$ cat src/core/mcpwm_pkg.sv
package mcpwm_pkg;
  // ----------------------------------------------------------------
  // widths and counts
  // ----------------------------------------------------------------
  localparam int unsigned MCPWM_PER_W     = 16;           // period / duty width
  localparam int unsigned MCPWM_NUM_CH    = 6;            // implemented channels
  localparam int unsigned MCPWM_SEL_W     = 4;            // channel select width
  localparam int unsigned MCPWM_CH_MAX    = 15;           // highest select value
  localparam int unsigned MCPWM_GRP_SIZE  = 3;            // channels per period group
  localparam int unsigned MCPWM_NUM_GRP   = 2;            // period groups
  // ----------------------------------------------------------------
  // reset values
  // ----------------------------------------------------------------
  localparam logic [15:0] MCPWM_PER_RST   = 16'hFFFF;     // period after reset
  localparam logic [15:0] MCPWM_DUTY_RST  = 16'h0000;     // duty after reset
  localparam logic [15:0] MCPWM_CNT_RST   = 16'h0000;     // counter after reset

  // ----------------------------------------------------------------
  // command carrier
  // ----------------------------------------------------------------
  typedef enum logic [1:0] {
    MCPWM_OP_NONE,                                        // idle
    MCPWM_OP_START,                                       // load duty/period, run
    MCPWM_OP_STOP                                         // halt channel
  } mcpwm_op_t;

  typedef struct packed {
    mcpwm_op_t        op;                                 // command kind
    logic [3:0]       chan;                               // channel select 0..15
    logic [15:0]      duty;                               // duty value
    logic [15:0]      period;                             // period value
  } mcpwm_cmd_t;
endpackage

$ cat src/core/mcpwm_group.sv
`timescale 1ns/10ps
// one period group: a shared wrapping counter and three duty comparators
module mcpwm_group
  import mcpwm_pkg::*;
#(
  parameter int unsigned W = MCPWM_PER_W                  // counter width
) (
  // clock and reset
  input  wire logic                 clk_in,               // system clock
  input  wire logic                 resetn_in,            // async reset, low
  // configuration from the command decoder
  input  wire logic [W-1:0]         period_in,            // pending period
  input  wire logic [2:0][W-1:0]    duty_in,              // pending duties
  input  wire logic [2:0]           run_in,               // channel run flags
  // waveform
  output logic [2:0]                pwm_out               // channel outputs
);
  // ----------------------------------------------------------------
  // state
  // ----------------------------------------------------------------
  logic [W-1:0]       cnt_r, cnt_nxt;                     // shared counter
  logic [W-1:0]       per_r, per_nxt;                     // active period
  logic [2:0][W-1:0]  duty_r, duty_nxt;                   // active duties
  logic [2:0]         pwm_r, pwm_nxt;                     // registered outputs
  logic               wrap;                               // last count of a cycle

  // counter wraps at period-1; a zero period just holds at zero
  always_comb begin
    wrap     = (cnt_r >= per_r - W'(1)) || (per_r == '0);
    cnt_nxt  = wrap ? '0 : cnt_r + W'(1);
    // shadows only copy at the wrap so no pulse is cut short
    per_nxt  = wrap ? period_in : per_r;
    duty_nxt = wrap ? duty_in : duty_r;
  end

  // per-channel compare; stopped channels sit low at once
  genvar g;
  generate
    for (g = 0; g < 3; g++) begin : g_cmp
      always_comb begin
        pwm_nxt[g] = run_in[g] && (cnt_nxt < duty_nxt[g]);
      end
    end
  endgenerate

  // register everything
  always_ff @(posedge clk_in or negedge resetn_in) begin
    if (!resetn_in) begin
      cnt_r  <= '0;
      per_r  <= W'(MCPWM_PER_RST);
      duty_r <= '0;
      pwm_r  <= '0;
    end else begin
      cnt_r  <= cnt_nxt;
      per_r  <= per_nxt;
      duty_r <= duty_nxt;
      pwm_r  <= pwm_nxt;
    end
  end

  assign pwm_out = pwm_r;

  // ----------------------------------------------------------------
  // checks
  // ----------------------------------------------------------------
  property p_cnt_below_per;
    @(posedge clk_in) disable iff (!resetn_in)
      (per_r != '0) |-> (cnt_r < per_r);
  endproperty
  a_cnt_below_per: assert property (p_cnt_below_per)
    else $error("counter reached period");

  property p_wrap_zero;
    @(posedge clk_in) disable iff (!resetn_in)
      wrap |=> (cnt_r == '0);
  endproperty
  a_wrap_zero: assert property (p_wrap_zero)
    else $error("counter did not wrap to zero");

  property p_per_hold;
    @(posedge clk_in) disable iff (!resetn_in)
      !wrap |=> $stable(per_r);
  endproperty
  a_per_hold: assert property (p_per_hold)
    else $error("period changed mid cycle");

  property p_duty_hold;
    @(posedge clk_in) disable iff (!resetn_in)
      !wrap |=> $stable(duty_r);
  endproperty
  a_duty_hold: assert property (p_duty_hold)
    else $error("duty changed mid cycle");

  property p_out_cmp;
    @(posedge clk_in) disable iff (!resetn_in)
      1'b1 |=> (pwm_r[0] == (run_in[0] && (cnt_r < duty_r[0])))
               || !$stable(run_in[0]);
  endproperty
  a_out_cmp: assert property (p_out_cmp)
    else $error("channel 0 output disagrees with compare");

  property p_stop_low;
    @(posedge clk_in) disable iff (!resetn_in)
      !run_in[1] |=> !pwm_r[1];
  endproperty
  a_stop_low: assert property (p_stop_low)
    else $error("stopped channel still high");

  property p_half_square;
    @(posedge clk_in) disable iff (!resetn_in)
      (per_r == W'(16'h0004) && duty_r[2] == W'(16'h0002) && cnt_r == '0
        && run_in[2] && $past(run_in[2]))
        |-> pwm_r[2] ##1 pwm_r[2] ##1 !pwm_r[2] ##1 !pwm_r[2];
  endproperty
  a_half_square: assert property (p_half_square)
    else $error("half duty not high for first half");

  property p_ten_bit;
    @(posedge clk_in) disable iff (!resetn_in)
      (per_r == W'(16'h0400) && wrap && period_in == W'(16'h0400))
        |=> (cnt_r == '0) ##1 (cnt_r == W'(16'h0001));
  endproperty
  a_ten_bit: assert property (p_ten_bit)
    else $error("1024 period does not step by one");

  c_wrap:   cover property (@(posedge clk_in) disable iff (!resetn_in) wrap ##1 !wrap);
  c_high:   cover property (@(posedge clk_in) disable iff (!resetn_in) $rose(pwm_r[0]));
  c_differ: cover property (@(posedge clk_in) disable iff (!resetn_in) pwm_r[0] && !pwm_r[1]);
endmodule // mcpwm_group

$ cat src/core/mcpwm_top.sv
`timescale 1ns/10ps
module mcpwm_top
  import mcpwm_pkg::*;
(
  // clock and reset
  input  wire logic                      clk_in,          // 125 MHz system clock
  input  wire logic                      resetn_in,       // async reset, low
  // command port
  input  wire logic                      cmd_valid_in,    // command strobe
  input  wire mcpwm_cmd_t                cmd_in,          // command fields
  output logic                           cmd_ready_out,   // always accepting
  // status and waveforms
  output logic [MCPWM_NUM_CH-1:0]        run_out,         // channel running flags
  output logic [MCPWM_NUM_CH-1:0]        pwm_out          // channel waveforms
);
  // ----------------------------------------------------------------
  // configuration state
  // ----------------------------------------------------------------
  logic [MCPWM_NUM_GRP-1:0][15:0]        per_r, per_nxt;   // period per group
  logic [MCPWM_NUM_CH-1:0][15:0]         duty_r, duty_nxt; // duty per channel
  logic [MCPWM_NUM_CH-1:0]               run_r, run_nxt;   // run flags
  logic                                  hit;              // select names a real channel

  // decode; selects 6..15 are legal but name no hardware, so are dropped
  always_comb begin
    per_nxt  = per_r;
    duty_nxt = duty_r;
    run_nxt  = run_r;
    hit      = cmd_valid_in && (cmd_in.chan < 4'(MCPWM_NUM_CH));
    if (hit) begin
      case (cmd_in.op)
        MCPWM_OP_START: begin
          // one period per group; last writer wins
          if (cmd_in.chan < 4'(MCPWM_GRP_SIZE)) begin
            per_nxt[0] = cmd_in.period;
          end else begin
            per_nxt[1] = cmd_in.period;
          end
          duty_nxt[cmd_in.chan[2:0]] = cmd_in.duty;
          run_nxt[cmd_in.chan[2:0]]  = 1'b1;
        end
        MCPWM_OP_STOP: begin
          run_nxt[cmd_in.chan[2:0]]  = 1'b0;
        end
        default: begin
          run_nxt = run_r;
        end
      endcase
    end
  end

  // register configuration
  always_ff @(posedge clk_in or negedge resetn_in) begin
    if (!resetn_in) begin
      per_r  <= {MCPWM_NUM_GRP{MCPWM_PER_RST}};
      duty_r <= {MCPWM_NUM_CH{MCPWM_DUTY_RST}};
      run_r  <= '0;
    end else begin
      per_r  <= per_nxt;
      duty_r <= duty_nxt;
      run_r  <= run_nxt;
    end
  end

  // every command is decoded in one cycle, so the port never stalls;
  // a caller may therefore stream commands on back-to-back edges
  assign cmd_ready_out = 1'b1;
  assign run_out       = run_r;

  // ----------------------------------------------------------------
  // period groups: 0..2 and 3..5
  // ----------------------------------------------------------------
  // each group owns one shared counter; its channels differ only in duty and run flag,
  // which is why the period is stored per group and the duty per channel
  genvar g;
  generate
    for (g = 0; g < MCPWM_NUM_GRP; g++) begin : g_grp
      mcpwm_group #(
        .W         (MCPWM_PER_W)
      ) u_grp (
        .clk_in    (clk_in),
        .resetn_in (resetn_in),
        .period_in (per_r[g]),
        .duty_in   (duty_r[g*3 +: 3]),
        .run_in    (run_r[g*3 +: 3]),
        .pwm_out   (pwm_out[g*3 +: 3])
      );
    end
  endgenerate

  // ----------------------------------------------------------------
  // checks
  // ----------------------------------------------------------------
  property p_start_runs;
    @(posedge clk_in) disable iff (!resetn_in)
      (cmd_valid_in && cmd_in.op == MCPWM_OP_START && cmd_in.chan == 4'd4)
        |=> run_r[4] && duty_r[4] == $past(cmd_in.duty) && per_r[1] == $past(cmd_in.period);
  endproperty
  a_start_runs: assert property (p_start_runs)
    else $error("start did not load channel 4");

  property p_stop_halts;
    @(posedge clk_in) disable iff (!resetn_in)
      (cmd_valid_in && cmd_in.op == MCPWM_OP_STOP && cmd_in.chan == 4'd1)
        |=> !run_r[1] ##1 !pwm_out[1];
  endproperty
  a_stop_halts: assert property (p_stop_halts)
    else $error("stop did not halt channel 1");

  property p_high_sel;
    @(posedge clk_in) disable iff (!resetn_in)
      (cmd_valid_in && cmd_in.chan >= 4'd6) |=> $stable(run_r);
  endproperty
  a_high_sel: assert property (p_high_sel)
    else $error("unimplemented channel changed state");

  property p_group0;
    @(posedge clk_in) disable iff (!resetn_in)
      (cmd_valid_in && cmd_in.op == MCPWM_OP_START && cmd_in.chan == 4'd2)
        |=> per_r[0] == $past(cmd_in.period) && $stable(per_r[1]);
  endproperty
  a_group0: assert property (p_group0)
    else $error("group 0 period not shared");

  // ----------------------------------------------------------------
  // checks: stored values, run flags and outputs
  // ----------------------------------------------------------------
  // a start on channel 0 loads the group 0 period and its own duty
  property p_start_ch0;
    @(posedge clk_in) disable iff (!resetn_in)
      (cmd_valid_in && cmd_in.op == MCPWM_OP_START && cmd_in.chan == 4'h0)
        |=> run_r[0] && duty_r[0] == $past(cmd_in.duty) && per_r[0] == $past(cmd_in.period);
  endproperty
  a_start_ch0: assert property (p_start_ch0)
    else $error("start did not load channel 0");

  // a start in group 1 leaves the group 0 period alone
  property p_group1;
    @(posedge clk_in) disable iff (!resetn_in)
      (cmd_valid_in && cmd_in.op == MCPWM_OP_START && cmd_in.chan == 4'h3)
        |=> per_r[1] == $past(cmd_in.period) && $stable(per_r[0]);
  endproperty
  a_group1: assert property (p_group1)
    else $error("group 1 period not shared");

  // duties are per channel: a start on channel 1 spares its neighbours
  property p_duty_own;
    @(posedge clk_in) disable iff (!resetn_in)
      (cmd_valid_in && cmd_in.op == MCPWM_OP_START && cmd_in.chan == 4'h1)
        |=> $stable(duty_r[0]) && $stable(duty_r[2]) && duty_r[1] == $past(cmd_in.duty);
  endproperty
  a_duty_own: assert property (p_duty_own)
    else $error("duty written to wrong channel");

  // a stop only clears the run flag; stored values wait for a later start
  property p_stop_keeps;
    @(posedge clk_in) disable iff (!resetn_in)
      (cmd_valid_in && cmd_in.op == MCPWM_OP_STOP && cmd_in.chan == 4'h1)
        |=> !run_r[1] && $stable(duty_r) && $stable(per_r);
  endproperty
  a_stop_keeps: assert property (p_stop_keeps)
    else $error("stop disturbed stored values");

  // with no strobe nothing changes: running channels carry on by themselves
  property p_idle_hold;
    @(posedge clk_in) disable iff (!resetn_in)
      !cmd_valid_in |=> $stable(run_r) && $stable(per_r) && $stable(duty_r);
  endproperty
  a_idle_hold: assert property (p_idle_hold)
    else $error("state changed with no command");

  // an empty operation is ignored even on an implemented channel
  property p_none_ignored;
    @(posedge clk_in) disable iff (!resetn_in)
      (cmd_valid_in && cmd_in.op == MCPWM_OP_NONE)
        |=> $stable(run_r) && $stable(per_r) && $stable(duty_r);
  endproperty
  a_none_ignored: assert property (p_none_ignored)
    else $error("empty operation changed state");

  // selects above the implemented channels leave stored values alone
  property p_high_sel_cfg;
    @(posedge clk_in) disable iff (!resetn_in)
      (cmd_valid_in && cmd_in.chan >= 4'h6) |=> $stable(per_r) && $stable(duty_r);
  endproperty
  a_high_sel_cfg: assert property (p_high_sel_cfg)
    else $error("unimplemented channel changed values");

  // an output may only be high one cycle after its channel was running
  property p_out_needs_run;
    @(posedge clk_in) disable iff (!resetn_in)
      1'b1 |=> ((pwm_out & ~$past(run_r)) == '0);
  endproperty
  a_out_needs_run: assert property (p_out_needs_run)
    else $error("stopped channel drives its output");

  // a run flag only rises on a start command
  property p_run_rise;
    @(posedge clk_in) disable iff (!resetn_in)
      ((run_r & ~$past(run_r)) != '0)
        |-> $past(cmd_valid_in) && $past(cmd_in.op) == MCPWM_OP_START;
  endproperty
  a_run_rise: assert property (p_run_rise)
    else $error("run flag rose without a start");

  // a start on channel 5 fills its own duty slot in group 1
  property p_start_ch5;
    @(posedge clk_in) disable iff (!resetn_in)
      (cmd_valid_in && cmd_in.op == MCPWM_OP_START && cmd_in.chan == 4'h5)
        |=> run_r[5] && duty_r[5] == $past(cmd_in.duty) && $stable(duty_r[3]);
  endproperty
  a_start_ch5: assert property (p_start_ch5)
    else $error("start did not load channel 5");

  c_start: cover property (@(posedge clk_in) disable iff (!resetn_in) $rose(run_r[0]));
  c_stop:  cover property (@(posedge clk_in) disable iff (!resetn_in) $fell(run_r[3]));
endmodule // mcpwm_top

$ cat config.mk
export PLATFORM = sky130hd
export DESIGN_NAME = mcpwm_top
export DESIGN_NICKNAME = d
export VERILOG_FILES = /design/src/core/mcpwm_pkg.sv /design/src/core/mcpwm_group.sv /design/src/core/mcpwm_top.sv
export SDC_FILE = /design/constraint.sdc
export NUM_CORES = 1
export LEC_CHECK = 0
export ABC_AREA = 1
export BUFFER_PORTS_ARGS = -buffer_cell sky130_fd_sc_hd__clkbuf_2
export CAP_MARGIN = 15
export CORE_MARGIN = 5
export CORE_UTILIZATION = 55
export DETAILED_ROUTE_END_ITERATION = 10
export GPL_TIMING_DRIVEN = 0
export PLACE_DENSITY = 0.72
export SKIP_LAST_GASP = 1
export SYNTH_ARGS = -nofsm -noshare
export SYNTH_HDL_FRONTEND = slang
export SYNTH_SLANG_ARGS = --single-unit
export TNS_END_PERCENT = 20
$ cat constraint.sdc
create_clock -name clk_in -period 5.9 [get_ports clk_in]
set_input_delay 1.77 -clock clk_in [delete_from_list [all_inputs] [get_ports clk_in]]
set_output_delay 1.77 -clock clk_in [all_outputs]
set_load 0.02 [all_outputs]
; ---- Word level (Yosys, flattened, before mapping)
; Index checks and enable logic that the tools add are counted.
[classes]
n_addsub = 4
bitwise_logic = 4
reduce_logical = 17
muxes = 10
magnitude_cmp = 12
shift = 0
n_eq_ne = 2
n_div = 0
n_mul = 0
[ops]
columns = cell, count
row1 = 96-bit bitwise mux, 1
row2 = 16-bit less-than comparator, 6
row3 = 48-bit two-way mux, 2
row4 = 16-bit demux with 3-bit select, 1
row5 = 16-bit two-way mux, 3
row6 = "16-bit by 1-bit adder with 16-bit output, second input constant", 2
row7 = 16-bit greater-or-equal comparator, 2
row8 = 16-bit logical NOT, 2
row9 = "16-bit by 1-bit subtractor with 16-bit output, second input constant", 2
row10 = 6-bit case mux with 2 select lines, 1
row11 = 1-bit logical AND, 8
row12 = 6-bit bitwise AND, 1
row13 = 6-bit NOT, 1
row14 = 6-bit bitwise OR, 1
row15 = 3-bit AND reduction, 2
row16 = "3-bit by 4-bit less-than comparator with 1-bit output, second input constant", 1
row17 = "4-bit by 2-bit less-than comparator with 1-bit output, second input constant", 1
row18 = "4-bit by 3-bit less-than comparator with 1-bit output, second input constant", 1
row19 = 2-bit AND reduction, 2
row20 = 1-bit demux with 3-bit select, 1
row21 = "3-bit by 1-bit greater-or-equal comparator with 1-bit output, second input constant", 1
row22 = "2-bit by 1-bit == test with 1-bit output, second input constant", 1
row23 = "2-bit == test, second input constant", 1
row24 = 1-bit logical OR, 2
row25 = other kinds (3), 3
[totals]
output_inout_bits = 13
rom_bits = 0
mem_count = 0
in_bits = 41
ram_bits = 0
reg_bits = 300
latch_bits = 0
wordCells = 70

; ---- Depth between registers and ports, before layout
[logic_depth]
depth_word = 7
ltp_mapped = 31
depth_no_buf = 29

; ---- Modules after synthesis
; From an unflattened synthesis, not the netlist that was laid out.
[hier_totals]
hier_cells = 2024
hier_area_um2 = 16644.7
[by_module_without_submodules]
columns = mod, seq_area_each_um2, n_inst, area_each_um2, cells_per_inst
row1 = mcpwm_top, 3393.3, 1, 5846.9, 668
row2 = mcpwm_group at g_grp[0].u_grp, 2097.0, 1, 5413.9, 680
row3 = mcpwm_group at g_grp[1].u_grp, 2097.0, 1, 5383.9, 676

; ---- Least setup slack after synthesis
; No wires, ideal clock.
[synth_timing]
path_kind = flip-flop to flip-flop
start = register g_grp[0].u_grp.per_r[2]
end = register g_grp[0].u_grp.pwm_r[1]
setup_ps = 77
t_required_ps = 5823
setup_slack_ps = 1755
arrival_time_ps = 4068
path_stages_with_launch = 30
period_less_slack_ps = 4145
n_path_buf = 3
cell_sequence = dfstp_2 nor2_1 nand2_1 nor3_2 nand3_1 nor3_2 nand3_1 nor3_2 nand3_1 xnor2_1 inv_1 ha_1 nand2_1 nor2_1 nand2_1 nor2_1 nor2_1 nand2_1 inv_2 nand2_4 buf_6 buf_6 buf_6 nor3_1 ha_1 a21oi_1 nor2_1 a2111oi_0 nand2_1 a21oi_1
[synth_via]
elab_chain_cells = 6
word_cells_on_any_way = 8
classes_between = add/sub (1) / order compare (2) / mux (2) / reduce/logical (3)
[synth_rtl]
columns = element, line_no
row1 = start: declaration, mcpwm_group.sv:22  ; logic [W-1:0] per_r, per_nxt;
row2 = start signal: assignment, mcpwm_group.sv:50  ; per_r <= W'(MCPWM_PER_RST);
row3 = start signal: assignment, mcpwm_group.sv:55  ; per_r <= per_nxt;
row4 = 16-bit by 1-bit subtractor with 16-bit output, mcpwm_group.sv:29  ; wrap = (cnt_r >= per_r - W'(1)) || (per_r == '0);
row5 = 16-bit greater-or-equal comparator, mcpwm_group.sv:29
row6 = 1-bit logical OR (*), mcpwm_group.sv:29
row7 = 16-bit two-way mux (*), mcpwm_group.sv:30  ; cnt_nxt = wrap ? '0 : cnt_r + W'(1);
row8 = net g_grp[0].u_grp.cnt_nxt[13], mcpwm_group.sv:21  ; logic [W-1:0] cnt_r, cnt_nxt;
row9 = 16-bit less-than comparator (*), mcpwm_group.sv:41  ; pwm_nxt[g] = run_in[g] && (cnt_nxt < duty_nxt[g]);
row10 = 1-bit logical AND (*), mcpwm_group.sv:41
row11 = net g_grp[0].u_grp.pwm_nxt[1], mcpwm_group.sv:24  ; logic [2:0] pwm_r, pwm_nxt;
row12 = end signal: assignment, mcpwm_group.sv:57  ; pwm_r <= pwm_nxt;
row13 = end: declaration, mcpwm_group.sv:24
; The timed path passes the listed nets; every way through them passes the cells marked *.
; A chain may end at the register's enable or synchronous reset.

; ---- Worst setup path after layout
[layout_timing]
start = register g_grp[0].u_grp.per_r[0]
end = register g_grp[0].u_grp.pwm_r[1]
; The elaborated chain is that of the path after synthesis.

==> impl_metrics.env <==
export IMPL_syn_avg_cell_area_um2=8.79
export IMPL_std_cell_rows=61
export IMPL_postCtsHoldBufs=0
export IMPL_start_util_pct=56.0
export IMPL_synth_top_area_share_pct=37.8
export IMPL_synthTopCellsByCount="nand2_1 (397), inv_1 (323), dfrtp_1 (236)"
export IMPL_clk_path_buf_depth=3
export IMPL_synth_ff_type="dfrtp_1"
export IMPL_crit_arrival_ps=5780
export IMPL_clk_pin_slew_worst_paths_ps=60
export IMPL_layout_area_seq_mm2=0.00759
export IMPL_dpl_cell_area_mm2=0.0164
export IMPL_yosysSeqAreaShare_pct=48.5
export IMPL_gp_congestion=0.884
export IMPL_tightest_slew_ps=974
export IMPL_yosysMostFrequentCell="nand2_1"
export IMPL_hold_path_class="register to register"
export IMPL_grt_use_total_pct=24.3
export IMPL_area_delta_synth_final_pct=12.2
export IMPL_async_flop_share_pct=100
export IMPL_min_from="per_r[26]"
export IMPL_layout_setup_ws_ps=543
export IMPL_skew_ps=24.0
export IMPL_die_w_um=179
export IMPL_dieArea_mm2=0.0319
export IMPL_drc=0
export IMPL_h_tree_depth=2
export IMPL_cts_root_buffer_cell="clkbuf_16"
export IMPL_wl_mm=37.9
export IMPL_relSlewSlack_pct=34.9
export IMPL_vias_per_cell=5.28
export IMPL_drt_iter0_markers=799
export IMPL_p_int_mw=4.59
export IMPL_pre_cts_ws_ps=656
export IMPL_drv_slew=0
export IMPL_grt_setup_unrepaired="false"
export IMPL_hold_end="g_grp[1].u_grp.per_r[10]"
export IMPL_crit_path_end_kind="register"
export IMPL_hold_depth=2
export IMPL_antenna_found_initial=2
export IMPL_worstPathMaxFanout=10
export IMPL_coreArea_mm2=0.0279
export IMPL_clock_sinks=300
export IMPL_postSynthCellCount=1778
export IMPL_regToRegSetupSlack_ps=540
export IMPL_grt_first_pass_wirelength_mm=60.7
export IMPL_r2r_end="g_grp[0].u_grp.pwm_out[1]"
export IMPL_pwr_share_comb_pct=32.0
export IMPL_post_cts_buffers=0
export IMPL_fill_cells=2430
export IMPL_r2r_start="g_grp[0].u_grp.per_r[0]"
export IMPL_ys_warn_count=0
export IMPL_cts_repair_resized=0
export IMPL_gr_total_overflow=0
export IMPL_fin_crit_ps=5360
export IMPL_yosysTopAreaCell="dfrtp_1"
export IMPL_grt_start_max_net_pins=115
export IMPL_cts_buffers=34
export IMPL_dr_pass1_iters=6
export IMPL_clk_latency_ps=520
export IMPL_ant_nets=0
export IMPL_multi_input_area_mm2=0.00649
export IMPL_crit_slowest_cell="nor3_1"
export IMPL_layout_drive_gt1_share_pct=15.7
export IMPL_cpMostUsedCell="nand2_1"
export IMPL_max_freq_mhz=187
export IMPL_nNetsFinal=2034
export IMPL_synthesis_nets=1944
export IMPL_setup_violations=0
export IMPL_ys_ff_latch=300
export IMPL_powerDensity_mw_per_mm2=403
export IMPL_syn_area_mm2=0.0156
export IMPL_cts_tree="yes"
export IMPL_r2r_cells=29
export IMPL_period_share_pct=90.8
export IMPL_p_sw_share_pct=35.1
export IMPL_crit_path_start_kind="register"
export IMPL_clockPowerShare_pct=29.4
export IMPL_slowest_delay_ps=550
export IMPL_total_power_mw=7.07
export IMPL_synth_area_leaders="dfrtp_1 (38%), dfstp_2 (11%), ha_1 (10%)"
export IMPL_critPathKind="register to register"
export IMPL_portBuffers=52
export IMPL_stdcell_area_mm2=0.0175
export IMPL_power_switching_mw=2.48
export IMPL_power_leakage_nw=8.87
export IMPL_routedWlPerCell_um=16.7
export IMPL_die_y_um=179
export IMPL_seq_power_share_pct=38.7
export IMPL_ios=54
export IMPL_ys_types=47
export IMPL_vias=12000
export IMPL_vdd_ir_drop_max_mv=0.214
export IMPL_hold_violations=0
export IMPL_crit_required_ps=6330
export IMPL_setup_tns_ps=0
export IMPL_hpwl_mm=27.7
export IMPL_synth_edff_count=0
export IMPL_outcome="finished, final reports clean"
export IMPL_drv_cap=0
export IMPL_final_util_pct=62.8
export IMPL_grt_pass1_vias=11700
-- how the worst max path moves through the flow --
stage,slack (ps),startpoint,end
3_3_place_gp,-3250,resetn_in,g_grp[1].u_grp.duty_r[23]
4_1_cts,620,g_grp[0].u_grp.per_r[0],g_grp[0].u_grp.pwm_out[0]
2_1_floorplan,1750,g_grp[0].u_grp.per_r[2],g_grp[0].u_grp.pwm_out[1]
6_report,540,g_grp[0].u_grp.per_r[0],g_grp[0].u_grp.pwm_out[1]
5_1_grt,240,g_grp[0].u_grp.per_r[0],g_grp[0].u_grp.pwm_out[0]
3_5_place_dp,660,g_grp[0].u_grp.per_r[0],g_grp[0].u_grp.pwm_out[1]
-- cell families (layout without fill, tap and decap cells) --
group	count (synthesis)	after routing	share of synthesized area, %
AND/OR/NAND/NOR	595	595	16.7
buffers and inverters	381	494	9.95
flip-flops	300	300	48.5
adder cells (fa/ha/maj)	125	125	10.0
AO/OA/AOI/OAI	314	314	10.9
XOR/XNOR	32	32	1.79
other	1	2	0.0240
multiplexers	30	30	2.16
-- metrics by stage --
stage | hold slack [ps] | cells
floorplan | 446 | 1778
CTS | 477 | 2269
global placement | 462 | 2208
detailed placement | 468 | 2210
global route | 498 | 2270
finish | 472 | 2270
-- state kept, by name, indices dropped and copies added (netlist names), named ones only --
| name | count |
|---|---|
| duty_r | 96 |
| g_grp.u_grp.cnt_r | 32 |
| g_grp.u_grp.duty_r | 96 |
| g_grp.u_grp.per_r | 32 |
| g_grp.u_grp.pwm_out | 6 |
| per_r | 32 |
-- cells in the final DEF (no fill, tap or decap), drive strengths merged, types with 2 or more instances in the layout --
| cell | n |
|---|---|
| nor3b | 7 |
| and2 | 7 |
| a2111oi | 3 |
| a21oi | 60 |
| nand3 | 37 |
| clkbuf | 120 |
| dfstp | 64 |
| nand2 | 405 |
| o221ai | 2 |
| nand4 | 8 |
| a31oi | 7 |
| ha | 125 |
| xor2 | 28 |
| a211oi | 13 |
| nor4 | 3 |
| buf | 39 |
| clkinv | 4 |
| dfrtp | 236 |
| o21ai | 220 |
| inv | 330 |
| xnor2 | 4 |
| mux2 | 30 |
| nor3 | 31 |
| nor2 | 91 |
| o211ai | 4 |
| nand3b | 3 |
| o21a | 3 |
-- layout make-up --
class	count	area share [%]
tap	378	2.70
antenna	1	0.0143
sequential	300	43.3
inverter	329	7.04
multi-input combinational	1097	37.0
buffer	52	1.83
clock buffer	53	6.07
timing repair buffer	54	1.85
clock inverter	6	0.207
-- critical path, delay by kind of cell, from the launching register on --
kind / cells / cell delay [ps]
AO/OA/AOI/OAI: 3 / 880
flip-flops: 1 / 360
adder cells (fa/ha/maj): 2 / 650
AND/OR/NAND/NOR: 17 / 2370
XOR/XNOR: 1 / 160
buffers and inverters: 6 / 840
-- per-layer routing --
layer | track usage (%) | wire length (um) | up-vias
li1 | - | - | 5834
met1 | 35.5 | 17900 | 5783
met2 | 37.8 | 16800 | 307
met3 | 3.82 | 2320 | 61
met4 | 6.88 | 889 | 2
met5 | 0 | 8 | -
-- power groups by stage --
stage | Combinational [mW] | Sequential [mW] | Clock, mW
after global placement | 2.12 | 2.75 | 0
after detailed placement | 2.23 | 2.76 | 0
after CTS | 2.26 | 2.73 | 2.10
after floorplan | 1.61 | 2.72 | 0
after global routing | 2.61 | 2.78 | 2.18
final | 2.26 | 2.73 | 2.08
(Power assumes the default switching activity.)
